==> src/pac_pkg.sv <==
/*
 Constants, field positions, reset values and types for the port
 authentication and uplink configuration register bank.
 Assumes a byte-wide management port with byte offsets.
*/
// How it works
// each port register bit 2 enables access list checking, resets to 0
// auth mode 00 or 10 passes all traffic, list misses too
// auth mode 01 blocks all, or only list misses when list enabled
// auth mode 11 without list redirects all received traffic to processor port
// auth mode 11 with list redirects only misses, target is port 4
// uplink bit 6 selects gigabit, clear selects 10/100 in RGMII
// gigabit bit loaded from speed strap at reset, default gigabit
// in 10/100 setting, global control bit 4 picks 10 or 100
// uplink bit 4 adds receive clock delay, resets to 0
// uplink bit 3 adds transmit clock delay of 1 ns or more, resets 1
// cleared delay bit means no added delay on that clock
// uplink bit 2 selects MII role, 1 MAC, 0 PHY, default MAC
// MII role bit loaded from role strap at reset
// PHY role drives CRS, COL, RXC, TXC; attached MAC must not
// port register bits 7 to 3 read-only, read as zero
// two-bit interface type: 00 MII, 01 RMII, 11 RGMII, strap-loaded
// setting changes apply only to frames starting after the write
package pac_pkg;
   localparam int          ADDR_W      = 8;
   localparam int          DATA_W      = 8;
   localparam int          NUM_PORTS   = 3;
   localparam logic [7:0]  P1_AUTH_OFS = 8'h15;
   localparam logic [7:0]  P2_AUTH_OFS = 8'h25;
   localparam logic [7:0]  P3_AUTH_OFS = 8'h35;
   localparam logic [7:0]  UPLINK_OFS  = 8'h56;
   localparam logic [7:0]  GLOBAL4_OFS = 8'h06;
   localparam int          ACL_EN_BIT  = 2;
   localparam int          AUTH_LSB    = 0;
   localparam int          GIG_BIT     = 6;
   localparam int          RSV5_BIT    = 5;
   localparam int          RXDLY_BIT   = 4;
   localparam int          TXDLY_BIT   = 3;
   localparam int          ROLE_BIT    = 2;
   localparam int          IFTYPE_LSB  = 0;
   localparam int          SPD100_BIT  = 4;
   localparam logic        ACL_EN_RST  = 1'b0;
   localparam logic        GIG_RST     = 1'b1;
   localparam logic        RSV5_VAL    = 1'b1;
   localparam logic        RXDLY_RST   = 1'b0;
   localparam logic        TXDLY_RST   = 1'b1;
   localparam logic        ROLE_RST    = 1'b1;
   localparam logic        SPD100_RST  = 1'b1;
   localparam logic [2:0]  CPU_PORT    = 3'h4;
   localparam logic [3:0]  MII_OE_ALL  = 4'hF;
   // minimum added transmit clock skew, realised in the pad delay cell
   localparam int          TXDLY_MIN_NS = 1;

   typedef enum logic [1:0] {
      AUTH_OPEN  = 2'b00,
      AUTH_BLOCK = 2'b01,
      AUTH_OPEN2 = 2'b10,
      AUTH_TRAP  = 2'b11
   } pac_auth_t;

   typedef enum logic [1:0] {
      IF_MII   = 2'b00,
      IF_RMII  = 2'b01,
      IF_RSVD  = 2'b10,
      IF_RGMII = 2'b11
   } pac_if_t;

   typedef enum logic {
      ST_STRAP = 1'b0,
      ST_RUN   = 1'b1
   } pac_st_t;

   localparam pac_auth_t   AUTH_RST    = AUTH_OPEN;
   localparam pac_if_t     IFTYPE_RST  = IF_RGMII;
endpackage

==> src/pac_top.sv <==
/*
 Port authentication and uplink interface configuration bank.
 Assumes a management master with one-cycle strobes, straps stable at
 reset release, and frame starts and uplink idle timed to the clock.
*/
`timescale 1ns/1ps
module pac_top
   import pac_pkg::*;
#(
   parameter int NPORT = pac_pkg::NUM_PORTS
)(
   input  wire logic                       clk_sys_i,
   input  wire logic                       rstn_i,
   input  wire logic [pac_pkg::ADDR_W-1:0] addr_i,
   input  wire logic [pac_pkg::DATA_W-1:0] wdata_i,
   input  wire logic                       wr_i,
   input  wire logic                       rd_i,
   output logic      [pac_pkg::DATA_W-1:0] rdata_o,
   input  wire logic                       speed_strap_pin_i,
   input  wire logic                       mii_role_strap_pin_i,
   input  wire logic [1:0]                 interface_type_strap_pins_i,
   input  wire logic [NPORT-1:0]           frame_start_i,
   input  wire logic [NPORT-1:0]           acl_miss_i,
   output logic      [NPORT-1:0]           dec_valid_o,
   output logic      [NPORT-1:0]           dec_pass_o,
   output logic      [NPORT-1:0]           dec_block_o,
   output logic      [NPORT-1:0]           dec_redirect_o,
   output logic      [2:0]                 redirect_port_o,
   input  wire logic                       uplink_idle_i,
   output logic                            gigabit_speed_select_o,
   output logic                            speed_100_o,
   output logic                            rx_clk_delay_en_o,
   output logic                            tx_clk_delay_en_o,
   output logic                            mii_mac_role_o,
   output logic      [1:0]                 interface_type_o,
   output logic      [3:0]                 mii_pin_oe_o
);
   import pac_pkg::*;

   logic      [NPORT-1:0] acl_en_q;
   pac_auth_t             auth_q [NPORT];
   pac_st_t               st_q;
   logic                  gig_q;
   logic                  rxdly_q;
   logic                  txdly_q;
   logic                  role_q;
   pac_if_t               iftype_q;
   logic                  spd100_q;
   logic                  wr_up;

   function automatic logic [7:0] auth_ofs(input int idx);
      unique case (idx)
         0:       auth_ofs = P1_AUTH_OFS;
         1:       auth_ofs = P2_AUTH_OFS;
         default: auth_ofs = P3_AUTH_OFS;
      endcase
   endfunction

   // returns {redirect, block, pass}
   function automatic logic [2:0] decide(input pac_auth_t mode,
                                         input logic acl_en,
                                         input logic miss);
      logic hit;
      hit = acl_en & ~miss;
      unique case (mode)
         // block or miss-only
         AUTH_BLOCK: decide = hit ? 3'h1 : 3'h2;
         // redirect to processor
         AUTH_TRAP:  decide = hit ? 3'h1 : 3'h4;
         // forced authorized
         AUTH_OPEN,
         AUTH_OPEN2: decide = 3'h1;
      endcase
   endfunction

   // port settings
   always_ff @(posedge clk_sys_i or negedge rstn_i)
   begin
      if (!rstn_i)
      begin
         acl_en_q <= '0;
         for (int i = 0; i < NPORT; i++)
         begin
            auth_q[i] <= AUTH_RST;
         end
      end
      else if (wr_i)
      begin
         for (int i = 0; i < NPORT; i++)
         begin
            if (addr_i == auth_ofs(i))
            begin
               // list enable bit
               acl_en_q[i] <= wdata_i[ACL_EN_BIT];
               auth_q[i]   <= pac_auth_t'(wdata_i[AUTH_LSB +: 2]);
            end
         end
      end
   end

   // straps are caught on the first edge after release, not by the reset
   always_ff @(posedge clk_sys_i or negedge rstn_i)
   begin
      if (!rstn_i)
      begin
         st_q <= ST_STRAP;
      end
      else
      begin
         st_q <= ST_RUN;
      end
   end

   assign wr_up = wr_i && (addr_i == UPLINK_OFS) && (st_q == ST_RUN);

   // uplink settings
   always_ff @(posedge clk_sys_i or negedge rstn_i)
   begin
      if (!rstn_i)
      begin
         gig_q    <= GIG_RST;
         rxdly_q  <= RXDLY_RST;
         txdly_q  <= TXDLY_RST;
         role_q   <= ROLE_RST;
         iftype_q <= IFTYPE_RST;
      end
      else if (st_q == ST_STRAP)
      begin
         // speed strap
         gig_q    <= speed_strap_pin_i;
         // role strap
         role_q   <= mii_role_strap_pin_i;
         // type strap
         iftype_q <= pac_if_t'(interface_type_strap_pins_i);
      end
      else if (wr_up)
      begin
         // gigabit select
         gig_q   <= wdata_i[GIG_BIT];
         // receive delay
         rxdly_q <= wdata_i[RXDLY_BIT];
         // transmit delay
         txdly_q <= wdata_i[TXDLY_BIT];
         // MII role
         role_q  <= wdata_i[ROLE_BIT];
         // reserved code ignored
         if (wdata_i[IFTYPE_LSB +: 2] != IF_RSVD)
         begin
            iftype_q <= pac_if_t'(wdata_i[IFTYPE_LSB +: 2]);
         end
      end
   end

   // global 10 or 100 choice
   always_ff @(posedge clk_sys_i or negedge rstn_i)
   begin
      if (!rstn_i)
      begin
         spd100_q <= SPD100_RST;
      end
      else if (wr_i && addr_i == GLOBAL4_OFS)
      begin
         spd100_q <= wdata_i[SPD100_BIT];
      end
   end

   // read data stand only in the cycle after the strobe
   always_ff @(posedge clk_sys_i or negedge rstn_i)
   begin
      if (!rstn_i)
      begin
         rdata_o <= 8'h00;
      end
      else
      begin
         rdata_o <= 8'h00;
         if (rd_i)
         begin
            for (int i = 0; i < NPORT; i++)
            begin
               if (addr_i == auth_ofs(i))
               begin
                  // upper bits read zero
                  rdata_o <= {5'h00, acl_en_q[i], auth_q[i]};
               end
            end
            if (addr_i == UPLINK_OFS)
            begin
               rdata_o <= {1'b0, gig_q, RSV5_VAL, rxdly_q, txdly_q,
                           role_q, iftype_q};
            end
            if (addr_i == GLOBAL4_OFS)
            begin
               rdata_o <= {3'h0, spd100_q, 4'h0};
            end
         end
      end
   end

   // per-frame decisions; settings are sampled at frame start so a
   // write never splits a frame
   always_ff @(posedge clk_sys_i or negedge rstn_i)
   begin
      if (!rstn_i)
      begin
         dec_valid_o     <= '0;
         dec_pass_o      <= '0;
         dec_block_o     <= '0;
         dec_redirect_o  <= '0;
         redirect_port_o <= 3'h0;
      end
      else
      begin
         // processor port number
         redirect_port_o <= CPU_PORT;
         dec_valid_o     <= frame_start_i;
         for (int i = 0; i < NPORT; i++)
         begin
            // sample at frame start
            if (frame_start_i[i])
            begin
               {dec_redirect_o[i], dec_block_o[i], dec_pass_o[i]} <=
                  decide(auth_q[i], acl_en_q[i], acl_miss_i[i]);
            end
         end
      end
   end

   // uplink settings reach the interface only between frames
   always_ff @(posedge clk_sys_i or negedge rstn_i)
   begin
      if (!rstn_i)
      begin
         gigabit_speed_select_o <= GIG_RST;
         speed_100_o            <= SPD100_RST;
         rx_clk_delay_en_o      <= RXDLY_RST;
         tx_clk_delay_en_o      <= TXDLY_RST;
         mii_mac_role_o         <= ROLE_RST;
         interface_type_o       <= IFTYPE_RST;
         mii_pin_oe_o           <= 4'h0;
      end
      // apply when idle
      else if (uplink_idle_i && st_q == ST_RUN)
      begin
         gigabit_speed_select_o <= gig_q;
         // global 10 or 100
         speed_100_o            <= spd100_q;
         // cleared bit, no delay
         rx_clk_delay_en_o      <= rxdly_q;
         tx_clk_delay_en_o      <= txdly_q;
         mii_mac_role_o         <= role_q;
         interface_type_o       <= iftype_q;
         // PHY role drives pins, in MII interface type only
         mii_pin_oe_o           <= (iftype_q == IF_MII && !role_q) ?
                                   MII_OE_ALL : 4'h0;
      end
   end
endmodule // pac_top

==> config.mk <==
export PLATFORM = sky130hd
export DESIGN_NAME = pac_top
export DESIGN_NICKNAME = d
export VERILOG_FILES = /design/src/pac_pkg.sv /design/src/pac_top.sv
export SDC_FILE = /design/constraint.sdc
export NUM_CORES = 1
export LEC_CHECK = 0
export CAP_MARGIN = 20
export CORE_ASPECT_RATIO = 1.25
export CORE_MARGIN = 10
export CORE_UTILIZATION = 45
export DETAILED_ROUTE_END_ITERATION = 10
export DONT_BUFFER_PORTS = 1
export GPL_ROUTABILITY_DRIVEN = 0
export PLACE_DENSITY = 0.56
export SLEW_MARGIN = 30
export SYNTH_ARGS = -nofsm -noshare
export SYNTH_HDL_FRONTEND = slang
export SYNTH_SLANG_ARGS = --single-unit
==> constraint.sdc <==
create_clock -name clk_sys_i -period 1.66 [get_ports clk_sys_i]
set_input_delay 0.249 -clock clk_sys_i [delete_from_list [all_inputs] [get_ports clk_sys_i]]
set_output_delay 0.249 -clock clk_sys_i [all_outputs]
set_load 0.02 [all_outputs]
# Word-level counts from Yosys, hierarchy flattened
# Index checks and enable logic that the tools add are counted.
classes:
  eq_ne: 20
  reduce_logical: 18
  n_mux: 29
  bitwise: 6
ops:
  columns: ["cell", "count"]
  rows:
  - ["8-bit two-way mux", 11]
  - ["8-bit == test", 6]
  - ["3-bit case mux with 3 select lines", 3]
  - ["2-bit == test, second input constant", 6]
  - ["2-bit two-way mux", 6]
  - ["3-bit two-way mux", 4]
  - ["2-bit AND reduction", 5]
  - ["8-bit by 3-bit == test with 1-bit output, second input constant", 1]
  - ["8-bit by 7-bit == test with 1-bit output, second input constant", 1]
  - ["2-bit logical NOT", 4]
  - ["2-bit by 1-bit == test with 1-bit output, second input constant", 3]
  - ["2-bit OR reduction", 3]
  - ["1-bit logical AND", 5]
  - ["1-bit two-way mux", 4]
  - ["4-bit two-way mux", 1]
  - ["2-bit by 1-bit inequality test with 1-bit output, second input constant", 2]
  - ["1-bit AND", 3]
  - ["1-bit inverter", 3]
  - ["2-bit inequality test, second input constant", 1]
  - ["1-bit logical NOT", 1]
totals:
  elab_cells: 104
  inputBits: 31
  ff_bits: 48

# Logic depth before layout (Yosys ltp)
depth:
  ltp_word: 8
  mapped_depth: 6

# Worst setup path before layout
# Ideal clock, no wire load.
synth_timing:
  kind: "input to register"
  start: "input port addr_i[7] in the netlist's numbering"
  end: "register acl_en_q[1]"
  slack_ns: -0.111
  n_path_buf: 0
  arrival_time_ns: 1.646
  required_time_ns: 1.535
  cell_stages: 4
  cell_sequence: "or4b_4 > nor3b_4 > and4b_2 > mux2_2"
synth_via:
  elab_chain_len: 2
synth_lines:
  columns: ["item", "line_no", "source"]
  rows:
  - ["start, declared", "pac_top.sv:14", "input wire logic [pac_pkg::ADDR_W-1:0] addr_i,"]
  - ["8-bit == test", "pac_top.sv:91", "if (addr_i == auth_ofs(i))"]
  - ["2-bit AND reduction (no line)", null, null]
  - ["end signal, assigned by index", "pac_top.sv:94", "acl_en_q[i] <= wdata_i[ACL_EN_BIT];"]
  - ["end, declared", "pac_top.sv:40", "logic [NPORT-1:0] acl_en_q;"]
# Every way passes these cells.
# A chain may end at the register's enable or synchronous reset.

# Worst setup path after layout
layout_timing:
  start: "input port addr_i[7] in the netlist's numbering"
  end: "register auth_q[3] in the netlist's numbering"
layout_via:
  elab_chain_len: 2
layout_lines:
  columns: ["item", "line_no", "source"]
  rows:
  - ["8-bit == test", "pac_top.sv:91", null]
  - ["2-bit AND reduction (no line)", null, null]
  - ["end signal, assigned by index", "pac_top.sv:95", "auth_q[i] <= pac_auth_t'(wdata_i[AUTH_LSB +: 2]);"]
  - ["end, declared", "pac_top.sv:41", "pac_auth_t auth_q [NPORT];"]
# Every way passes these cells.

==> metrics.log <==
[metrics] class of the most critical setup path: in -> reg
[metrics] Final min period: 1.475 ns
[metrics] Final Skew: 0.003368 ns
[metrics] All-Layer GR Usage: 0.1234
[metrics] global-route wire length before repair: 7031 µm
[metrics] Vias per Instance: 5.391
[metrics] setup repair after global routing missed its margin: no
[metrics] Top Ports: 65
[metrics] sequential area share after synthesis: 0.5834
[metrics] drt initial violations: 62
[metrics] maximum fanout encountered on the critical timing path: 3
[metrics] number of storage elements in the synthesis netlist: 44
[metrics] Post-synth EDFFs: 0
[metrics] Core Region: 4099 µm²
[metrics] Wirelength per Cell: 20.25 µm
[metrics] highest-count cells in the layout ignoring fill and taps: sky130_fd_sc_hd__dfrtp_1, sky130_fd_sc_hd__mux2_2, sky130_fd_sc_hd__dfstp_2
[metrics] clock transition at the registers of the reported paths: 0.08 ns
[metrics] run status: completed
[metrics] total gr overflow: 0
[metrics] Synth Warn #: 0
[metrics] Final Slew Violations: 0
[metrics] netlist area before placement: 1913 µm²
[metrics] Port Buffer Count: 0
[metrics] buffer type at the clock tree root: sky130_fd_sc_hd__clkbuf_8
[metrics] Layout area overhead: 9.876%
[metrics] DRC errors left: 0
[metrics] number of instances resized during post-cts repair: 0
[metrics] start of the worst register-to-register path: auth_q[3]
[metrics] Pre-Repair DR Iteration Count: 4
[metrics] worst-skew pair later-pin latency: 0.29 ns
[metrics] Mapped Cells: 151
[metrics] distinct cell type count after synthesis: 33
[metrics] hold buffers post-CTS: 5
[metrics] Final Net Count: 189
[metrics] Filler cells: 397
[metrics] static leakage: 0.9331 nW
[metrics] number of antenna violations at the first check in global routing: 0
[metrics] share of the clock period used by the worst path: 0.8887
[metrics] effective utilization at floorplan: 0.4667
[metrics] CP Data Required Time: 1.84 ns
[metrics] hold-critical path depth: 1
[metrics] CTS H-tree lvls: 2
[metrics] critical path startpoint category: input port
[metrics] beginning of the critical path: addr_i[7]
[metrics] Clock Tree Buf Depth: 2
[metrics] clock tree from TritonCTS: done
[metrics] post-CTS setup buffer count: 0
[metrics] area used by sequential logic in the layout: 1116 µm²
[metrics] post-route worst hold slack: 0.05422 ns
[metrics] Avg Inst Size Synth: 12.67 µm²
[metrics] most instantiated flip-flop cell in the synthesis netlist: sky130_fd_sc_hd__dfrtp_1
[metrics] Final ANT Viol Nets: 0
[metrics] vias in the first global route: 1308
[metrics] leading cell type in the layout, fill and taps excluded: sky130_fd_sc_hd__dfrtp_1
[metrics] length in cells of the worst reg-to-reg path: 4
[metrics] number of max-cap violations: 0
[metrics] fin util: 0.5128
[metrics] DR vias: 1159
[metrics] critical path data arrival time: 1.66 ns
[metrics] timing-limited maximum frequency: 677.8 MHz
[metrics] ratio of cells with drive above 1 in the final layout: 0.3585
[metrics] setup-violating endpoint count in the final report: 0
[metrics] number of CTS-inserted buffers: 5
[metrics] die area: 7276 µm²
[metrics] multi-input combinational cell area: 701.9 µm²
[metrics] post-synthesis async set-or-reset flop share: 1.000
[metrics] endpoint type of the worst setup path: flip-flop
[metrics] launch point of the worst hold path: frame_start_i[2]
[metrics] Die Width: 78.32 µm
[metrics] die height: 92.90 µm
[metrics] hpwl dp: 3295 µm
[metrics] diode insertion count for antenna repair: 0
[metrics] maximum vdd drop: 0.0005731 V
[metrics] worst min path class: in -> reg
[metrics] Post-Route WL: 4353 µm
[metrics] maximum number of pins on one net before global-route repair: 45
[metrics] power per cell area: 989.1 nW/µm²
[metrics] clock net sink count: 44
[metrics] row count: 26
[metrics] Hold Fails Final Rpt: 0
-- final timing paths --
| path | endpoint | slack (ns) |
|---|---|---|
| worst max-delay path | auth_q[3] | 0.18 |
| worst min-delay path | dec_redirect_o[2] | 0.05 |
| worst max register to register | rdata_o[1] | 0.37 |
| worst min register to register | iftype_q[0] | 0.54 |
| max in group asynchronous | speed_100_o | 0.96 |
| min in group asynchronous | acl_en_q[1] | 0.44 |
-- logic make-up after synthesis --
| group | Yosys count | synth area share |
|---|---|---|
| flops | 44 | 0.5834 |
| simple gates | 36 | 0.1118 |
| compound gates | 20 | 0.07195 |
| buf+inv | 19 | 0.05363 |
| other cells | 2 | 0.003926 |
| mux | 30 | 0.1753 |
-- per-layer routing --
metal	up-vias	wire, µm	track usage
li1	533	-	-
met1	573	1553	0.1273
met2	50	2252	0.2054
met3	3	518	0.07447
met4	0	29	0.03593
met5	-	0	0
-- Yosys cell counts (2+ instances only) --
| master | number | area share |
|---|---|---|
| sky130_fd_sc_hd__a31o_2 | 2 | 0.0092 |
| sky130_fd_sc_hd__buf_2 | 4 | 0.010 |
| sky130_fd_sc_hd__a21oi_1 | 2 | 0.0052 |
| sky130_fd_sc_hd__mux2_2 | 27 | 0.16 |
| sky130_fd_sc_hd__dfrtp_1 | 32 | 0.42 |
| sky130_fd_sc_hd__dfstp_2 | 12 | 0.16 |
| sky130_fd_sc_hd__nor4_1 | 2 | 0.0065 |
| sky130_fd_sc_hd__inv_1 | 7 | 0.014 |
| sky130_fd_sc_hd__nand2_1 | 6 | 0.012 |
| sky130_fd_sc_hd__a22o_1 | 3 | 0.014 |
| sky130_fd_sc_hd__nand3_1 | 3 | 0.0078 |
| sky130_fd_sc_hd__nor2b_1 | 3 | 0.0098 |
| sky130_fd_sc_hd__mux2i_1 | 2 | 0.010 |
| sky130_fd_sc_hd__conb_1 | 2 | 0.0039 |
| sky130_fd_sc_hd__o21ai_0 | 4 | 0.010 |
| sky130_fd_sc_hd__nand2b_1 | 2 | 0.0065 |
| sky130_fd_sc_hd__buf_4 | 7 | 0.027 |
| sky130_fd_sc_hd__o22ai_1 | 3 | 0.0098 |
| sky130_fd_sc_hd__nor2_1 | 10 | 0.020 |
| sky130_fd_sc_hd__and3_1 | 2 | 0.0065 |
| sky130_fd_sc_hd__a22oi_1 | 4 | 0.016 |
-- cell type report --
| type | instances | area share |
|---|---|---|
| Clock buffer | 8 | 0.04286 |
| Timing Repair Buffer | 10 | 0.04643 |
| Sequential cell | 44 | 0.5310 |
| Inverter | 7 | 0.01250 |
| Multi-Input combinational cell | 90 | 0.3339 |
| Tap cell | 56 | 0.03333 |
-- where the power goes --
| group | switching [mW] | internal, mW |
|---|---|---|
| logic | 0.0829 | 0.0770 |
| registers | 0.0855 | 1.15 |
| clock network | 0.340 | 0.339 |
| total | 0.508 | 1.57 |
-- metrics by stage --
stage / instances / total power, mW / TNS (ns) / setup slack, ns / instance area [µm²]
after floorplan: 153 / 1.376 / -0.3332 / -0.1111 / 1921
after global placement: 202 / 1.384 / -0.4419 / -0.08901 / 1952
after detailed placement: 202 / 1.392 / -0.7686 / -0.1289 / 1952
after CTS: 215 / 2.104 / 0 / 0.1801 / 2102
after global routing: 215 / 2.173 / 0 / 0.1579 / 2102
final: 215 / 2.079 / 0 / 0.1847 / 2102
-- critical path, stage by stage --
cell and delay [ns]:
sky130_fd_sc_hd__or4b_4 0.54, sky130_fd_sc_hd__nor3b_4 0.23, sky130_fd_sc_hd__and4b_2 0.29, sky130_fd_sc_hd__mux2_2 0.34
-- flip-flops by register name, summed over array words and instances (netlist names) --
signal / cells
dec_valid_o: 3
tx_clk_delay_en_o: 1
rx_clk_delay_en_o: 1
auth_q: 6
speed_100_o: 1
gig_q: 1
rxdly_q: 1
mii_pin_oe_o: 1
acl_en_q: 3
interface_type_o: 2
role_q: 1
spd100_q: 1
mii_mac_role_o: 1
dec_block_o: 3
rdata_o: 7
gigabit_speed_select_o: 1
dec_pass_o: 3
dec_redirect_o: 3
iftype_q: 2
txdly_q: 1
redirect_port_o: 1
Power figures use the tool's default switching activity.
